[config.mk]
export PLATFORM = sky130hd
export DESIGN_NAME = spc_capture
export DESIGN_NICKNAME = d
export VERILOG_FILES = /design/src/rtl/spc_capture.v /design/src/rtl/spc_channel.v
export VERILOG_INCLUDE_DIRS = /design/src /design/src/common
export SDC_FILE = /design/constraint.sdc
export NUM_CORES = 1
export LEC_CHECK = 0
export BUFFER_PORTS_ARGS = -buffer_cell sky130_fd_sc_hd__buf_2
export CAP_MARGIN = 20
export CORE_MARGIN = 3
export CORE_UTILIZATION = 56
export DETAILED_ROUTE_END_ITERATION = 8
export GPL_TIMING_DRIVEN = 1
export PLACE_DENSITY = 0.88
export SLEW_MARGIN = 5
export SYNTH_ARGS = -nofsm -noshare
export SYNTH_HDL_FRONTEND = slang
export SYNTH_SLANG_ARGS = --single-unit
[constraint.sdc]
create_clock -name clk_sys -period 7.9 [get_ports clk_sys]
set_clock_uncertainty 0.2 [all_clocks]
set_input_delay 1.58 -clock clk_sys [delete_from_list [all_inputs] [get_ports clk_sys]]
set_output_delay 1.58 -clock clk_sys [all_outputs]
set_load 0.1 [all_outputs]
[src/common/spc_defs.vh]
// register addresses, field positions, reset values and count constants for the pulse capture block
`ifndef SPC_DEFS_VH
`define SPC_DEFS_VH
`define SPC_ADDR_PERIOD_LOW 8'hD9
`define SPC_ADDR_PERIOD_HIGH 8'hDA
`define SPC_ADDR_HIGH_LOW 8'hDB
`define SPC_ADDR_HIGH_HIGH 8'hDC
`define SPC_ADDR_CONTROL 8'hDD
`define SPC_PAGE_EXT 8'h00
`define SPC_PAGE_INT 8'h01
`define SPC_BIT_ENABLE 7
`define SPC_BIT_DONE 6
`define SPC_BIT_SOURCE 4
`define SPC_BIT_CLEAR 3
`define SPC_CKS_MSB 2
`define SPC_CKS_LSB 0
`define SPC_CONTROL_RESET 8'h03
`define SPC_COUNT_RESET 16'h0000
`define SPC_PRESCALE_WIDTH 9
`endif

[src/rtl/spc_capture.v]
// paged register file and two capture channels sharing one interrupt line
`timescale 1ns/1ps
// Overview of operation
// - measure high time and period in ticks
// - interrupt after rising edge ends measurement
// - both channels share one interrupt line
// - done flag holds until clear bit written
// - page 0 external, page 1 internal
// - external control bit 7 enables channel
// - external bit 6 set on completion
// - bit 4 picks pin a or b
// - external bit 3 write-one clears done
// - external clock divide 4 to 512
// - external period count sixteen bits split
// - external high count sixteen bits split
// - internal control bit 7 enables channel
// - internal bit 6 set on completion
// - internal bit 4 is measured level
// - internal bit 3 write-one clears done
// - internal clock offers same eight divisions
// - internal counts sixteen bits split
module spc_capture #(
  parameter COUNT_WIDTH = 16
) (
  input wire clk_sys,
  input wire rst_n,
  input wire clk_en,
  input wire [7:0] register_page_select,
  input wire [7:0] sfr_addr,
  input wire sfr_wr,
  input wire sfr_rd,
  input wire [7:0] sfr_wdata,
  output reg [7:0] sfr_rdata,
  input wire capture_input_pin_a,
  input wire capture_input_pin_b,
  output wire capture_irq
);
  `include "spc_defs.vh"

  // reset image of a control byte, sliced per field so no bits are dropped
  localparam [7:0] CTRL_RESET = `SPC_CONTROL_RESET;

  reg rst_meta_reg;
  reg rst_sync_reg;
  reg pin_a_meta_reg;
  reg pin_a_sync_reg;
  reg pin_b_meta_reg;
  reg pin_b_sync_reg;
  reg ext_channel_enable;
  reg ext_measure_done;
  reg ext_input_pin_select;
  reg [2:0] ext_count_clock_select;
  reg int_channel_enable;
  reg int_measure_done;
  reg int_signal_level_bit;
  reg [2:0] int_count_clock_select;
  reg [COUNT_WIDTH-1:0] ext_period_count_reg;
  reg [COUNT_WIDTH-1:0] ext_high_count_reg;
  reg [COUNT_WIDTH-1:0] int_period_count_reg;
  reg [COUNT_WIDTH-1:0] int_high_count_reg;
  reg [7:0] rdata_next;
  wire ext_done_pulse;
  wire int_done_pulse;
  wire [COUNT_WIDTH-1:0] ext_high_latched;
  wire [COUNT_WIDTH-1:0] ext_period_latched;
  wire [COUNT_WIDTH-1:0] int_high_latched;
  wire [COUNT_WIDTH-1:0] int_period_latched;
  wire ext_signal;
  wire page_ext;
  wire page_int;
  wire ext_done_clear;
  wire int_done_clear;
  wire int_done_clear_alias;

  // reset released through two flops, asserted at once
  always @(posedge clk_sys or negedge rst_n) begin
    if (!rst_n) begin
      rst_meta_reg <= 1'b0;
      rst_sync_reg <= 1'b0;
    end else begin
      rst_meta_reg <= 1'b1;
      rst_sync_reg <= rst_meta_reg;
    end
  end

  // capture pins are asynchronous; only the second flop is read
  always @(posedge clk_sys or negedge rst_sync_reg) begin
    if (!rst_sync_reg) begin
      pin_a_meta_reg <= 1'b0;
      pin_a_sync_reg <= 1'b0;
      pin_b_meta_reg <= 1'b0;
      pin_b_sync_reg <= 1'b0;
    end else if (clk_en) begin
      pin_a_meta_reg <= capture_input_pin_a;
      pin_a_sync_reg <= pin_a_meta_reg;
      pin_b_meta_reg <= capture_input_pin_b;
      pin_b_sync_reg <= pin_b_meta_reg;
    end
  end

  assign ext_signal = ext_input_pin_select ? pin_a_sync_reg : pin_b_sync_reg;

  // both channels answer at the same offsets, page picks which
  assign page_ext = (register_page_select == `SPC_PAGE_EXT);
  assign page_int = (register_page_select == `SPC_PAGE_INT);

  assign ext_done_clear = sfr_wr && page_ext && sfr_addr == `SPC_ADDR_CONTROL && sfr_wdata[`SPC_BIT_CLEAR];
  assign int_done_clear = sfr_wr && page_int && sfr_addr == `SPC_ADDR_CONTROL && sfr_wdata[`SPC_BIT_CLEAR];
  assign int_done_clear_alias = int_done_clear;

  spc_channel #(
    .COUNT_WIDTH(COUNT_WIDTH)
  ) u_ext_channel (
    .clk_sys(clk_sys),
    .rst_sync_n(rst_sync_reg),
    .clk_en(clk_en),
    .enable(ext_channel_enable),
    .signal_level(ext_signal),
    .clock_select(ext_count_clock_select),
    .capture_pulse(ext_done_pulse),
    .high_capture_reg(ext_high_latched),
    .period_capture_reg(ext_period_latched)
  );

  spc_channel #(
    .COUNT_WIDTH(COUNT_WIDTH)
  ) u_int_channel (
    .clk_sys(clk_sys),
    .rst_sync_n(rst_sync_reg),
    .clk_en(clk_en),
    .enable(int_channel_enable),
    .signal_level(int_signal_level_bit),
    .clock_select(int_count_clock_select),
    .capture_pulse(int_done_pulse),
    .high_capture_reg(int_high_latched),
    .period_capture_reg(int_period_latched)
  );

  // control registers and done flags; a completion beats a same-cycle clear
  always @(posedge clk_sys or negedge rst_sync_reg) begin
    if (!rst_sync_reg) begin
      ext_channel_enable <= CTRL_RESET[`SPC_BIT_ENABLE];
      ext_measure_done <= 1'b0;
      ext_input_pin_select <= CTRL_RESET[`SPC_BIT_SOURCE];
      ext_count_clock_select <= CTRL_RESET[`SPC_CKS_MSB:`SPC_CKS_LSB];
      int_channel_enable <= CTRL_RESET[`SPC_BIT_ENABLE];
      int_measure_done <= 1'b0;
      int_signal_level_bit <= CTRL_RESET[`SPC_BIT_SOURCE];
      int_count_clock_select <= CTRL_RESET[`SPC_CKS_MSB:`SPC_CKS_LSB];
    end else if (clk_en) begin
      if (sfr_wr && sfr_addr == `SPC_ADDR_CONTROL && page_ext) begin
        ext_channel_enable <= sfr_wdata[`SPC_BIT_ENABLE];
        ext_input_pin_select <= sfr_wdata[`SPC_BIT_SOURCE];
        ext_count_clock_select <= sfr_wdata[`SPC_CKS_MSB:`SPC_CKS_LSB];
      end
      if (sfr_wr && sfr_addr == `SPC_ADDR_CONTROL && page_int) begin
        int_channel_enable <= sfr_wdata[`SPC_BIT_ENABLE];
        int_signal_level_bit <= sfr_wdata[`SPC_BIT_SOURCE];
        int_count_clock_select <= sfr_wdata[`SPC_CKS_MSB:`SPC_CKS_LSB];
      end
      if (ext_done_pulse) begin
        ext_measure_done <= 1'b1;
      end else if (ext_done_clear) begin
        ext_measure_done <= 1'b0;
      end
      if (int_done_pulse) begin
        int_measure_done <= 1'b1;
      end else if (int_done_clear_alias) begin
        int_measure_done <= 1'b0;
      end
    end
  end

  // count registers: hardware latch on completion, otherwise software may write bytes
  always @(posedge clk_sys or negedge rst_sync_reg) begin
    if (!rst_sync_reg) begin
      ext_period_count_reg <= `SPC_COUNT_RESET;
      ext_high_count_reg <= `SPC_COUNT_RESET;
      int_period_count_reg <= `SPC_COUNT_RESET;
      int_high_count_reg <= `SPC_COUNT_RESET;
    end else if (clk_en) begin
      if (ext_done_pulse) begin
        ext_period_count_reg <= ext_period_latched;
        ext_high_count_reg <= ext_high_latched;
      end else if (sfr_wr && page_ext) begin
        case (sfr_addr)
          `SPC_ADDR_PERIOD_LOW: ext_period_count_reg[7:0] <= sfr_wdata;
          `SPC_ADDR_PERIOD_HIGH: ext_period_count_reg[15:8] <= sfr_wdata;
          `SPC_ADDR_HIGH_LOW: ext_high_count_reg[7:0] <= sfr_wdata;
          `SPC_ADDR_HIGH_HIGH: ext_high_count_reg[15:8] <= sfr_wdata;
          default: begin
          end
        endcase
      end
      if (int_done_pulse) begin
        int_period_count_reg <= int_period_latched;
        int_high_count_reg <= int_high_latched;
      end else if (sfr_wr && page_int) begin
        case (sfr_addr)
          `SPC_ADDR_PERIOD_LOW: int_period_count_reg[7:0] <= sfr_wdata;
          `SPC_ADDR_PERIOD_HIGH: int_period_count_reg[15:8] <= sfr_wdata;
          `SPC_ADDR_HIGH_LOW: int_high_count_reg[7:0] <= sfr_wdata;
          `SPC_ADDR_HIGH_HIGH: int_high_count_reg[15:8] <= sfr_wdata;
          default: begin
          end
        endcase
      end
    end
  end

  // read mux; clear bit is write-only and reads zero
  always @* begin
    rdata_next = 8'h00;
    if (page_ext) begin
      case (sfr_addr)
        `SPC_ADDR_PERIOD_LOW: rdata_next = ext_period_count_reg[7:0];
        `SPC_ADDR_PERIOD_HIGH: rdata_next = ext_period_count_reg[15:8];
        `SPC_ADDR_HIGH_LOW: rdata_next = ext_high_count_reg[7:0];
        `SPC_ADDR_HIGH_HIGH: rdata_next = ext_high_count_reg[15:8];
        `SPC_ADDR_CONTROL: rdata_next = {ext_channel_enable, ext_measure_done, 1'b0,
                                         ext_input_pin_select, 1'b0, ext_count_clock_select};
        default: rdata_next = 8'h00;
      endcase
    end else if (page_int) begin
      case (sfr_addr)
        `SPC_ADDR_PERIOD_LOW: rdata_next = int_period_count_reg[7:0];
        `SPC_ADDR_PERIOD_HIGH: rdata_next = int_period_count_reg[15:8];
        `SPC_ADDR_HIGH_LOW: rdata_next = int_high_count_reg[7:0];
        `SPC_ADDR_HIGH_HIGH: rdata_next = int_high_count_reg[15:8];
        `SPC_ADDR_CONTROL: rdata_next = {int_channel_enable, int_measure_done, 1'b0,
                                         int_signal_level_bit, 1'b0, int_count_clock_select};
        default: rdata_next = 8'h00;
      endcase
    end
  end

  // registered read data, one cycle after the read strobe
  always @(posedge clk_sys or negedge rst_sync_reg) begin
    if (!rst_sync_reg) begin
      sfr_rdata <= 8'h00;
    end else if (clk_en && sfr_rd) begin
      sfr_rdata <= rdata_next;
    end
  end

  // one combined level request; handler tells the channels apart by the flags
  assign capture_irq = ext_measure_done | int_measure_done;
endmodule

[src/rtl/spc_channel.v]
// one capture channel: tick prescaler, edge detector, high and period counters
`timescale 1ns/1ps
module spc_channel #(
  parameter COUNT_WIDTH = 16
) (
  input wire clk_sys,
  input wire rst_sync_n,
  input wire clk_en,
  input wire enable,
  input wire signal_level,
  input wire [2:0] clock_select,
  output reg capture_pulse,
  output reg [COUNT_WIDTH-1:0] high_capture_reg,
  output reg [COUNT_WIDTH-1:0] period_capture_reg
);
  `include "spc_defs.vh"

  localparam ST_IDLE = 2'b00;
  localparam ST_HIGH = 2'b01;
  localparam ST_LOW = 2'b10;

  reg [`SPC_PRESCALE_WIDTH-1:0] prescale_reg;
  reg level_prev_reg;
  reg [1:0] state_reg;
  reg [COUNT_WIDTH-1:0] high_cnt_reg;
  reg [COUNT_WIDTH-1:0] period_cnt_reg;
  wire tick;
  wire rise;
  wire fall;

  // terminal count of divide by 4 << code, less one; at code 7 the 9-bit wrap still gives 511
  function [`SPC_PRESCALE_WIDTH-1:0] div_last;
    input [2:0] code;
    begin
      div_last = ({{(`SPC_PRESCALE_WIDTH-3){1'b0}}, 3'h4} << code) - 9'h001;
    end
  endfunction

  assign tick = (prescale_reg == div_last(clock_select));
  assign rise = signal_level & ~level_prev_reg;
  assign fall = ~signal_level & level_prev_reg;

  // prescaler free runs while enabled and is held at zero when disabled, so a clock-select change takes effect within one tick
  always @(posedge clk_sys or negedge rst_sync_n) begin
    if (!rst_sync_n) begin
      prescale_reg <= 9'h000;
    end else if (clk_en) begin
      if (!enable || tick || prescale_reg > div_last(clock_select)) begin
        prescale_reg <= 9'h000;
      end else begin
        prescale_reg <= prescale_reg + 9'h001;
      end
    end
  end

  // measurement sequencer; counters saturate rather than wrap on slow inputs
  always @(posedge clk_sys or negedge rst_sync_n) begin
    if (!rst_sync_n) begin
      level_prev_reg <= 1'b0;
      state_reg <= ST_IDLE;
      high_cnt_reg <= {COUNT_WIDTH{1'b0}};
      period_cnt_reg <= {COUNT_WIDTH{1'b0}};
      high_capture_reg <= {COUNT_WIDTH{1'b0}};
      period_capture_reg <= {COUNT_WIDTH{1'b0}};
      capture_pulse <= 1'b0;
    end else if (clk_en) begin
      level_prev_reg <= signal_level;
      capture_pulse <= 1'b0;
      if (tick && period_cnt_reg != {COUNT_WIDTH{1'b1}}) begin
        period_cnt_reg <= period_cnt_reg + 1'b1;
      end
      if (tick && state_reg == ST_HIGH && high_cnt_reg != {COUNT_WIDTH{1'b1}}) begin
        high_cnt_reg <= high_cnt_reg + 1'b1;
      end
      if (!enable) begin
        state_reg <= ST_IDLE;
      end else begin
        case (state_reg)
          ST_IDLE: begin
            if (rise) begin
              state_reg <= ST_HIGH;
              high_cnt_reg <= {COUNT_WIDTH{1'b0}};
              period_cnt_reg <= {COUNT_WIDTH{1'b0}};
            end
          end
          ST_HIGH: begin
            if (fall) begin
              high_capture_reg <= high_cnt_reg;
              state_reg <= ST_LOW;
            end
          end
          ST_LOW: begin
            if (rise) begin
              // period closes and the next measurement opens on the same edge
              period_capture_reg <= period_cnt_reg;
              capture_pulse <= 1'b1;
              high_cnt_reg <= {COUNT_WIDTH{1'b0}};
              period_cnt_reg <= {COUNT_WIDTH{1'b0}};
              state_reg <= ST_HIGH;
            end
          end
          default: begin
            state_reg <= ST_IDLE;
          end
        endcase
      end
    end
  end
endmodule

==> summary.txt, run 1 <==
Outcome
  – Status: finished, final reports clean

Power
  – LEAKAGE: 6.081 nW
  – PwrDens: 205.9 mW/mm²
  – P_int: 0.002170 W
  – Switching part of the total: 22.98%
  – Net Switching: 0.0006472 W
  – Register share of total power: 47.0%
  – VDD IR-drop max: 142.2 µV
  – Clock network power share: 47.7%
  – Logic pwr share: 5.3%
  – Total power: 0.002817 W

Layout
  – Fillers: 1573
  – ANT cells: 0
  – Flip-flop and latch area: 0.006115 mm²
  – Cell area after layout: 0.01368 mm²
  – Area of the multi-input gates: 0.005828 mm²
  – Layout area overhead: 10.97%
  – Count of nets after finishing: 1301
  – Share of layout cells above drive strength 1: 16.08%

Drt
  – Via count: 10270
  – Via/cell ratio: 6.650
  – Starting DRT DRC Count: 1249
  – Routed WL per cell: 21.39 µm
  – Routed WL: 33030 µm
  – Pre-Repair DR Iteration Count: 6
  – # DRC: 0
  – Detail Route Antenna Nets: 0

Critical path
  – Delay-heaviest family, CP: buffers and inverters
  – Reg-to-reg endpoint: u_ext_channel.period_cnt_reg[11]$_DFFE_PN0P_
  – Critical-path cell list: buf_2 > buf_4 > inv_1 > buf_4 > nor3_2 > buf_4 > nand2_1 > mux2_1
  – Crit path required time: 8110 ps
  – Reg2Reg Setup Slack: 4160 ps
  – Critical path arrival: 4260 ps
  – Worst-path maximum fanout: 41
  – Buffers and inverters on the worst path: 5
  – Critical Path Max Stage Delay: 480 ps
  – Worst reg2reg path depth: 11
  – Crit. End Element: flop
  – R2R Path Start: ext_count_clock_select[2]$_DFFE_PN0P_
  – CP dominant cell by count: buf_4
  – Startpoint class of the critical path: input pin
  – Kind of critical path: in -> reg
  – Slowest stage cell, crit path: nand2_1

Clock tree
  – Htree depth: 1
  – Post-CTS Setup Inserts: 0
  – Clock Latency Late Sink: 550 ps
  – Clock transition at the registers of the reported paths: 60 ps
  – Post-CTS Resized: 0
  – Root buffer cell: clkbuf_16
  – Worst-case clock buffer depth: 3
  – Total clock sinks: 244
  – CTS tree: yes
  – CTS Hold Bufs: 0
  – CTS Buf Count: 26

GRT
  – Largest net degree at the start of global routing: 79
  – Initial antenna violation count: 0
  – Via count of the first global-routing pass: 9752
  – GRT Total Usage: 27.21%
  – Grt ovf: 0
  – First-pass GRT wire length: 52580 µm

Placement
  – Pre-CTS worst setup slack: 3424 ps
  – Area after DPL: 0.01268 mm²
  – Number of I/O port buffers: 39
  – HPWL Detailed: 22090 µm
  – Final Wtd Congestion: 0.8915

Logic synthesis
  – Cells after synthesis: 1229
  – Post-Syn Nets: 1281
  – Area leader, netlist: dfrtp_1
  – Top post-synthesis cells by area: dfrtp_1 49%, mux2_2 6.9%, a21oi_1 4.5%
  – Most frequent cell after synthesis: dfrtp_1
  – Netlist Area Pre-Place: 0.01233 mm²
  – Post-synthesis mux area share: 9.489%
  – Synth Area in Compound Gates: 14.41%
  – Top_reg_cell synth: dfrtp_1
  – Sequential fraction of the synthesis area: 49.57%
  – Post-synth top cells: 240 x dfrtp_1, 112 x a21oi_1, 108 x nor2_1, 88 x nand2_1
  – Synth top area share: 48.72%
  – Post-synthesis adder-cell area fraction: 2.131%
  – Avg Inst Size Synth: 10.03 µm²
  – Post-synthesis register bit count: 244
  – YS warnings: 0
  – Post-synthesis simple-gate area fraction: 18.14%
  – Post-synth EDFFs: 0
  – Xor and xnor fraction of the mapped netlist area: 3.055%
  – Main combinational cell family by area after synthesis: simple AND/OR/NAND/NOR gates
  – Synth cell types: 72
  – Asr flop ratio synth: 100.0%

STA
  – Slew HR: 26.57%
  – Final WS setup: 3850 ps
  – Max Clock Freq: 0.2469 GHz
  – Final setup violation count: 0
  – Period minus WS final: 4050 ps
  – Final Hold Fails: 0
  – Worst-margin pin slew: 1092 ps
  – RSZ-0062 raised after global routing: false
  – Post-Route Setup TNS: 0 ps
  – Final slew viol count: 0
  – Final period util: 51.26%

Floorplan
  – Initial core utilization: 57.73%
  – Site Rows: 53
  – Die H: 154.4 µm
  – Die width: 154.4 µm
  – # IOs: 40
  – Die Area: 0.02383 mm²
  – Core box area: 0.02135 mm²

Job
  – Max Cap Viol: 0

Worst hold path
  – Hold Path Class: reg -> async
[power by group through the flow]
| stage | logic, W | registers (W) | clock network [W] |
|---|---|---|---|
| 2_1_floorplan | 0.0000842 | 0.00135 | 0 |
| 3_3_place_gp | 0.000131 | 0.00135 | 0 |
| 3_5_place_dp | 0.000137 | 0.00135 | 0 |
| 4_1_cts | 0.000142 | 0.00133 | 0.00135 |
| 5_1_grt | 0.000164 | 0.00133 | 0.00140 |
| 6_report | 0.000150 | 0.00132 | 0.00134 |
[cells in the final DEF (no fill, tap or decap), types with 6 or more instances in the layout]
cell,netlist,routed
dfrtp_1,240,239
a21oi_1,112,112
nor2_1,108,107
nand2_1,88,88
o21ai_0,75,75
mux2_2,75,75
nand3_1,55,55
buf_2,10,39
inv_1,34,34
nand4_1,30,30
mux2i_1,30,30
clkbuf_16,0,26
xor2_1,25,25
nor2b_1,23,23
ha_1,21,21
a22oi_1,20,20
nor3_1,18,18
xnor2_1,18,18
and3_1,15,15
and4_1,13,13
buf_4,0,13
o211ai_1,12,12
or3_1,11,11
nand2b_1,11,11
nor4_1,9,9
a211oi_1,9,9
and2_1,8,8
o22ai_1,8,8
o31ai_1,8,8
or4_1,7,7
or2_2,6,6
o21a_1,6,6
clkinv_2,0,6
bufinv_16,0,6
[worst max-delay path by stage]
stage | from | depth (start not counted) | to | slack, ps
3_3_place_gp | clk_en | 8 | u_int_channel.period_cnt_reg[13]$_DFFE_PN0P_ | 3500
2_1_floorplan | rst_sync_reg$_DFF_PN0_ | 0 | ext_channel_enable$_DFFE_PN0P_ | 400
5_1_grt | clk_en | 8 | u_ext_channel.period_capture_reg[2]$_DFFE_PN0P_ | 3740
6_report | clk_en | 8 | u_ext_channel.period_capture_reg[2]$_DFFE_PN0P_ | 3850
3_5_place_dp | clk_en | 8 | u_int_channel.period_cnt_reg[13]$_DFFE_PN0P_ | 3420
4_1_cts | clk_en | 8 | u_ext_channel.period_capture_reg[2]$_DFFE_PN0P_ | 3940
[metrics by stage]
step	hold WS, ps	std cells	util, %
floorplan	131.2	1229	-
global placement	135.4	1491	59.37
detailed placement	142.6	1491	59.37
CTS	156.5	1539	63.83
global route	157.3	1544	64.07
finish	91.21	1544	64.07
[worst reg2reg max path, stage by stage, from the launching register on]
cell and delay, ps:
dfrtp_1 470, or3_1 370, ha_1 280, nor3_1 170
a21o_1 100, a21oi_1 60, ha_1 350, and4_1 230
nand3_1 380, nor4_4 540, nand4_1 160, mux2_2 290
[final cells by class]
class | instances | share of cell area, %
sequential | 244 | 44.70
clock buffer | 32 | 5.140
multi-input combinational | 890 | 42.60
inverter | 34 | 0.9329
tap | 275 | 2.515
clock inverter | 16 | 1.829
timing repair buffer | 53 | 2.286
[per-layer routing]
layer	part of all wire [%]	vias up	GRT usage (%)
li1	-	4482	-
met1	41	5014	39.06
met2	45	657	41.56
met3	11	114	6.212
met4	3.7	0	8.621
met5	0	-	0
[cells by family after synthesis]
kind of cell               after synthesis
AOI/OAI and AO/OA                      293
xor gates and xnor gates                43
adders and majority gates               21
buffers and inverters                   95
DFF                                    244
muxes                                  107
other                                    1
and+or+nand+nor                        425
No activity file was read; power rests on OpenSTA's default activity.
==> inputs of run 2 (changes only) <==
CORE_UTILIZATION = 63   (was 56)
PLACE_DENSITY = 0.93   (was 0.88)
clock period = 4.11 ns   (was 7.9 ns; I/O delays follow)
==> summary.txt, run 2 (synthesis gave the netlist of run 1 again) <==
Outcome
  – Status: finished with violations
  – Failing checks: DRC

STA
  – Worst-margin pin slew: 905.9 ps (-186.5 ps)
  – Final slew viol count: 0 (unchanged)
  – Final period util: 85.61%
  – Slew HR: 39.61% (+13 points)
  – Final setup violation count: 0 (unchanged)
  – RSZ-0062 raised after global routing: false
  – Max Clock Freq: 0.2842 GHz
  – Post-Route Setup TNS: 0 ps (unchanged)
  – Period minus WS final: 3519 ps
  – Final Hold Fails: 0 (unchanged)

Floorplan
  – Die H: 145.9 µm (-5.5%)
  – Site Rows: 50 (-5.7%)
  – Die Area: 0.02128 mm² (-11%)
  – Die width: 145.9 µm (-5.5%)
  – # IOs: 40 (unchanged)
  – Core box area: 0.01896 mm² (-11%)
  – Initial core utilization: 65.04% (+7.3 points)

Layout
  – Commonest non-fill, non-tap cell in the layout: dfrtp_1
  – ANT cells: 0 (unchanged)
  – Layout area overhead: 10.08%
  – Cell area after layout: 0.01357 mm² (-0.80%)
  – Share of layout cells above drive strength 1: 15.55% (-0.53 points)
  – Count of nets after finishing: 1302 (+0.077%)
  – Most frequent cells in the layout: 239 x dfrtp_1, 112 x a21oi_1, 107 x nor2_1
  – Final core occ: 71.59% (+7.5 points)

Power
  – Total power: 0.005170 W (+84%)
  – P_int: 0.003938 W (+81%)
  – Clock network power share: 44.9% (-2.8 points)
  – Logic pwr share: 5.6% (+0.3 points)
  – VDD IR-drop max: 244.6 µV (+72%)
  – Switching part of the total: 23.84% (+0.86 points)
  – Register share of total power: 49.4% (+2.4 points)
  – LEAKAGE: 6.034 nW (-0.77%)
  – PwrDens: 381.0 mW/mm² (+85%)
  – Net Switching: 0.001233 W (+90%)

Critical path
  – Startpoint class of the critical path: flop
  – Reg2Reg Setup Slack: 590 ps (-3570 ps)
  – Worst reg2reg path depth: 11 (unchanged)
  – Critical path arrival: 3730 ps (-530 ps)
  – Kind of critical path: reg -> reg
  – Worst-path maximum fanout: 15 (-63%)
  – Crit. End Element: flop
  – Crit path required time: 4320 ps (-3790 ps)

Placement
  – Area after DPL: 0.01273 mm² (+0.44%)
  – Final Wtd Congestion: 0.9334 (+4.7%)
  – Number of I/O port buffers: 39 (unchanged)
  – HPWL Detailed: 22500 µm (+1.9%)

Clock tree
  – Post-CTS Setup Inserts: 0 (unchanged)
  – CTS tree: yes
  – CTS Buf Count: 25 (-3.8%)
  – Post-CTS Resized: 0 (unchanged)
  – Root buffer cell: clkbuf_16
  – Clock transition at the registers of the reported paths: 60 ps (about the same)
  – Total clock sinks: 244 (unchanged)
  – Htree depth: 1 (unchanged)
  – CTS Hold Bufs: 1 (+1)
  – Clock Latency Late Sink: 550 ps (about the same)
  – Worst-case clock buffer depth: 3 (unchanged)

GRT
  – Grt ovf: 0 (unchanged)
  – Via count of the first global-routing pass: 10350 (+6.1%)
  – First-pass GRT wire length: 55680 µm (+5.9%)
  – Largest net degree at the start of global routing: 93 (+18%)
  – GRT Total Usage: 32.20% (+5.0 points)
  – Initial antenna violation count: 2 (+2)

Drt
  – # DRC: 7 (+7)
  – Pre-Repair DR Iteration Count: 9 (+3)
  – Via/cell ratio: 6.919 (+4.1%)
  – Detail Route Antenna Nets: 0 (unchanged)
  – Routed WL per cell: 22.67 µm (+6.0%)
  – Routed WL: 34610 µm (+4.8%)
  – Starting DRT DRC Count: 1869 (+50%)
  – Via count: 10570 (+2.9%)

Worst hold path
  – Hold Path Class: reg -> reg
  – WHS Path Cells: 0

Job
  – Max Cap Viol: 0 (unchanged)
==> run 2: cell types whose count changed in the layout (fill, tap and decap cells not counted) <==
| cell | previous run | this run |
|---|---|---|
| buf_4 | 13 | 12 |
| clkinv_2 | 6 | 4 |
| clkbuf_16 | 26 | 25 |
| clkbuf_1 | 3 | 7 |
| clkinv_8 | 1 | 0 |
| dlygate4sd3_1 | 0 | 1 |
| clkinvlp_4 | 2 | 1 |
| bufinv_16 | 6 | 3 |
| buf_12 | 1 | 3 |
==> run 2: final cells by class <==
type                       count  area [µm²]
sequential                   244        6115
clock inverter                 9       126.4
tap                          260       325.3
multi-input combinational    890        5828
inverter                      34       127.6
timing repair buffer          55       355.3
clock buffer                  35       693.2
fill                        1173        5385
==> run 2: critical path: stages, from the launching register on <==
cell and delay [ps]:
dfstp_2 400, or3_1 410, ha_1 280, nor3_1 180
a21o_1 100, a21oi_1 70, ha_1 340, and4_1 220
and3_1 500, and2_1 350, nand2_1 120, o41ai_1 240
==> run 2: per-stage QoR <==
stage	cells	setup slack (ps)	hold slack (ps)
after floorplan	1229	766.5	131.2
after global placement	1481	802.9	134.5
after detailed placement	1481	692.3	138.9
after CTS	1526	642.5	152.0
after global routing	1527	374.0	165.5
final	1527	591.5	148.5
==> run 2: path summary, 6_finish.rpt <==
path / end / startpoint
min reg2reg: rst_sync_reg$_DFF_PN0_ / rst_meta_reg$_DFF_PN0_
min: rst_sync_reg$_DFF_PN0_ / rst_meta_reg$_DFF_PN0_
max reg2reg: u_ext_channel.high_cnt_reg[6]$_DFFE_PN0P_ / ext_count_clock_select[1]$_DFFE_PN1P_
max in group asynchronous: ext_count_clock_select[1]$_DFFE_PN1P_ / rst_sync_reg$_DFF_PN0_
min in group asynchronous: u_int_channel.high_cnt_reg[10]$_DFFE_PN0P_ / rst_sync_reg$_DFF_PN0_
max: u_ext_channel.high_cnt_reg[6]$_DFFE_PN0P_ / ext_count_clock_select[1]$_DFFE_PN1P_
==> run 2: power by group through the flow <==
stage	Combinational (W)	Clock, W	Sequential (W)
3_5_place_dp	0.000274	0	0.00259
5_1_grt	0.000316	0.00243	0.00256
4_1_cts	0.000284	0.00231	0.00255
3_3_place_gp	0.000259	0	0.00259
6_report	0.000292	0.00232	0.00256
2_1_floorplan	0.000162	0	0.00259
==> run 2: layer usage <==
metal	part of all wire (%)	routed length (µm)	GRT usage [%]	vias to the layer above
li1	-	-	-	4492
met1	38	12980	43.07	5070
met2	45	15580	50.03	813
met4	5.4	1882	14.67	2
met3	12	4153	8.097	189
met5	0.046	16	0	-
==> inputs of run 3 (changes only) <==
--- a/config.mk
+++ b/config.mk
@@ -8,2 +8,3 @@
 export LEC_CHECK = 0
+export ABC_AREA = 1
 export BUFFER_PORTS_ARGS = -buffer_cell sky130_fd_sc_hd__buf_2
==> constraint.sdc (replaced) <==
create_clock -name clk_sys -period 4.11 [get_ports clk_sys]
set_clock_uncertainty 0.2 [all_clocks]
set_input_delay 0.2055 -clock clk_sys [delete_from_list [all_inputs] [get_ports clk_sys]]
set_output_delay 0.2055 -clock clk_sys [all_outputs]
set_load 0.1 [all_outputs]
==> summary.txt, run 3 <==
Outcome
  – Status: finished, final reports clean

Layout
  – Most frequent cells in the layout: 433 x nand2_1, 239 x dfrtp_1, 151 x nor2_1
  – Flip-flop and latch area: 0.006115 mm² (unchanged)
  – Fillers: 1402 (+20%)
  – Count of nets after finishing: 1728 (+33%)
  – Share of layout cells above drive strength 1: 10.34% (-5.2 points)
  – ANT cells: 0 (unchanged)
  – Layout area overhead: 10.30%
  – Area of the multi-input gates: 0.005838 mm² (+0.17%)
  – Commonest non-fill, non-tap cell in the layout: nand2_1

Logic synthesis
  – Post-synthesis adder-cell area fraction: 2.043% (-0.089 points)
  – Post-synthesis simple-gate area fraction: 28.61% (+10 points)
  – Area leader, netlist: dfrtp_1
  – Netlist Area Pre-Place: 0.01286 mm² (+4.3%)
  – Sequential fraction of the synthesis area: 47.51% (-2.1 points)
  – Post-synth top cells: 433 x nand2_1, 240 x dfrtp_1, 151 x nor2_1, 145 x inv_1, 145 x nand3_1
  – Top_reg_cell synth: dfrtp_1
  – Synth top area share: 46.69% (-2.0 points)
  – Post-synth EDFFs: 0 (unchanged)
  – Synth cell types: 51 (-29%)
  – Synth Area in Compound Gates: 13.15% (-1.3 points)
  – Post-synthesis mux area share: 0.6031% (-8.9 points)
  – Cells after synthesis: 1643 (+34%)
  – Most frequent cell after synthesis: nand2_1
  – Xor and xnor fraction of the mapped netlist area: 0.9533% (-2.1 points)
  – Top post-synthesis cells by area: dfrtp_1 47%, nand2_1 13%, nand3_1 5.6%
  – YS warnings: 0 (unchanged)
  – Post-synthesis register bit count: 244 (unchanged)
  – Post-Syn Nets: 1695 (+32%)
  – Avg Inst Size Synth: 7.829 µm² (-22%)
  – Asr flop ratio synth: 100.0% (unchanged)
  – Main combinational cell family by area after synthesis: simple AND/OR/NAND/NOR gates

Critical path
  – Crit path required time: 4320 ps (about the same)
  – Critical Path Max Stage Delay: 560 ps (+60 ps)
  – Critical-path cell list: nor2_1 > inv_1 > nor2_1 > inv_1 > ha_1 > inv_1 > a22oi_1 > o211ai_1 > ha_1 > nand2_1 > inv_1 > nand3_2 > nor2_4 > nand3_4 > nor2_1 > nand2_1 > nand2_1 > nor2_1
  – Reg2Reg Setup Slack: 820 ps (+230 ps)
  – Startpoint class of the critical path: flop
  – Kind of critical path: reg -> reg
  – Critical path arrival: 3500 ps (-230 ps)
  – Crit. End Element: flop
  – Slowest stage cell, crit path: dfstp_2
  – Worst-path maximum fanout: 9 (-6)

Floorplan
  – Initial core utilization: 65.02% (about the same)
  – Die Area: 0.02217 mm² (+4.2%)
  – Die H: 148.9 µm (+2.1%)
  – # IOs: 40 (unchanged)
  – Die width: 148.9 µm (+2.1%)
  – Site Rows: 51 (+2.0%)
  – Core box area: 0.01978 mm² (+4.4%)

STA
  – Period minus WS final: 3289 ps (-229.8 ps)
  – Final setup violation count: 0 (unchanged)
  – Final slew viol count: 0 (unchanged)
  – Worst-margin pin slew: 976.3 ps (+70.46 ps)
  – Final Hold Fails: 0 (unchanged)
  – Slew HR: 34.73% (-4.9 points)
  – Final period util: 80.02% (-5.6 points)
  – Max Clock Freq: 0.3041 GHz (+7.0%)
  – Post-Route Setup TNS: 0 ps (unchanged)
  – RSZ-0062 raised after global routing: false

Placement
  – Number of I/O port buffers: 39 (unchanged)
  – HPWL Detailed: 23170 µm (+3.0%)
  – Final Wtd Congestion: 0.9248 (-0.92%)

Power
  – VDD IR-drop max: 267.9 µV (+9.5%)
  – PwrDens: 361.9 mW/mm² (-5.0%)
  – Total power: 0.005135 W (-0.68%)
  – LEAKAGE: 7.035 nW (+17%)

Drt
  – Detail Route Antenna Nets: 0 (unchanged)
  – Routed WL per cell: 17.66 µm (-22%)
  – # DRC: 0 (-7)
  – Via/cell ratio: 6.102 (-12%)
  – Pre-Repair DR Iteration Count: 6 (-3)
  – Via count: 11940 (+13%)
  – Routed WL: 34560 µm (-0.16%)
  – Starting DRT DRC Count: 1414 (-24%)

GRT
  – Largest net degree at the start of global routing: 71 (-24%)
  – First-pass GRT wire length: 56830 µm (+2.1%)
  – Initial antenna violation count: 0 (-2)
  – GRT Total Usage: 31.33% (-0.88 points)
  – Via count of the first global-routing pass: 11640 (+13%)
  – Grt ovf: 0 (unchanged)

Clock tree
  – Clock Latency Late Sink: 540 ps (about the same)
  – Total clock sinks: 244 (unchanged)
  – Post-CTS Resized: 0 (unchanged)
  – CTS tree: yes
  – CTS Buf Count: 27 (+8.0%)
  – Clock transition at the registers of the reported paths: 60 ps (about the same)
  – Worst-case clock buffer depth: 3 (unchanged)
  – Root buffer cell: clkbuf_16
  – Htree depth: 1 (unchanged)

Job
  – Max Cap Viol: 0 (unchanged)

Worst hold path
  – Hold Path Class: in -> reg
## run 3: logic make-up (layout without fill, tap and decap cells)
| family | after synthesis | in the layout |
|---|---|---|
| other cells | 1 | 1 |
| simple gates | 835 | 835 |
| mux | 6 | 6 |
| fa+ha+maj | 21 | 21 |
| buf+inv | 216 | 265 |
| compound gates | 306 | 306 |
| xor+xnor | 14 | 14 |
| flops | 244 | 244 |
## run 3: metal layers
metal  track usage, %  part of all wire, %
met2            49.60                   46
met5                0                    0
met3            6.411                   11
met1            42.68                   40
met4            12.72                  4.0
## run 3: path summary, 6_finish.rpt
check | from | end | depth (start not counted)
max | ext_count_clock_select[1]$_DFFE_PN1P_ | u_ext_channel.high_cnt_reg[14]$_DFFE_PN0P_ | 18
min | clk_en | pin_b_meta_reg$_DFFE_PN0P_ | 3
max reg2reg | ext_count_clock_select[1]$_DFFE_PN1P_ | u_ext_channel.high_cnt_reg[14]$_DFFE_PN0P_ | 18
min in group asynchronous | rst_sync_reg$_DFF_PN0_ | u_int_channel.period_cnt_reg[12]$_DFFE_PN0P_ | 0
min reg2reg | rst_meta_reg$_DFF_PN0_ | rst_sync_reg$_DFF_PN0_ | 0
max in group asynchronous | rst_sync_reg$_DFF_PN0_ | ext_period_count_reg[15]$_DFFE_PN0P_ | 2
## run 3: stage by stage
| step | utilization [%] | instance area [µm²] | setup WS, ps | hold slack [ps] | std cells |
|---|---|---|---|---|---|
| 6_report | 71.72 | 14190 | 821.3 | 36.06 | 1957 |
| 5_1_grt | 71.72 | 14190 | 512.7 | 68.43 | 1957 |
| 4_1_cts | 71.58 | 14160 | 859.0 | 16.11 | 1956 |
| 3_5_place_dp | 66.57 | 13170 | 948.3 | -207.6 | 1896 |
| 3_3_place_gp | 66.57 | 13170 | 1158 | -205.5 | 1896 |
| 2_1_floorplan | - | 12870 | 1423 | -290.1 | 1643 |
## run 3: where the power goes
group	internal (W)	switching (W)
clock network	0.00137	0.000952
registers	0.00247	0.0000577
logic	0.0000865	0.000203
total	0.00392	0.00121
## run 3: critical path: cells and delay by family (launching register included)
family,cells,cell delay [ps]
and+or+nand+nor,10,1300
AOI/OAI and AO/OA,2,280
buffers and inverters,4,340
adders and majority gates,2,470
DFF,1,560
## run 3: what timing repair did
action	4_1_cts	5_1_grt
endpoints found under the setup margin	0	0
endpoints found under the hold margin	24	0
hold buffers	15	0
setup buffers	0	0
## run 3: final cells by class
type,instances,share of cell area (%)
clock buffers,38,5.477
clock inverters,7,0.4498
inverters,153,4.048
multi-input cells,1183,41.15
flip-flops and latches,244,43.10
well taps,265,2.337
repair buffers,67,3.439
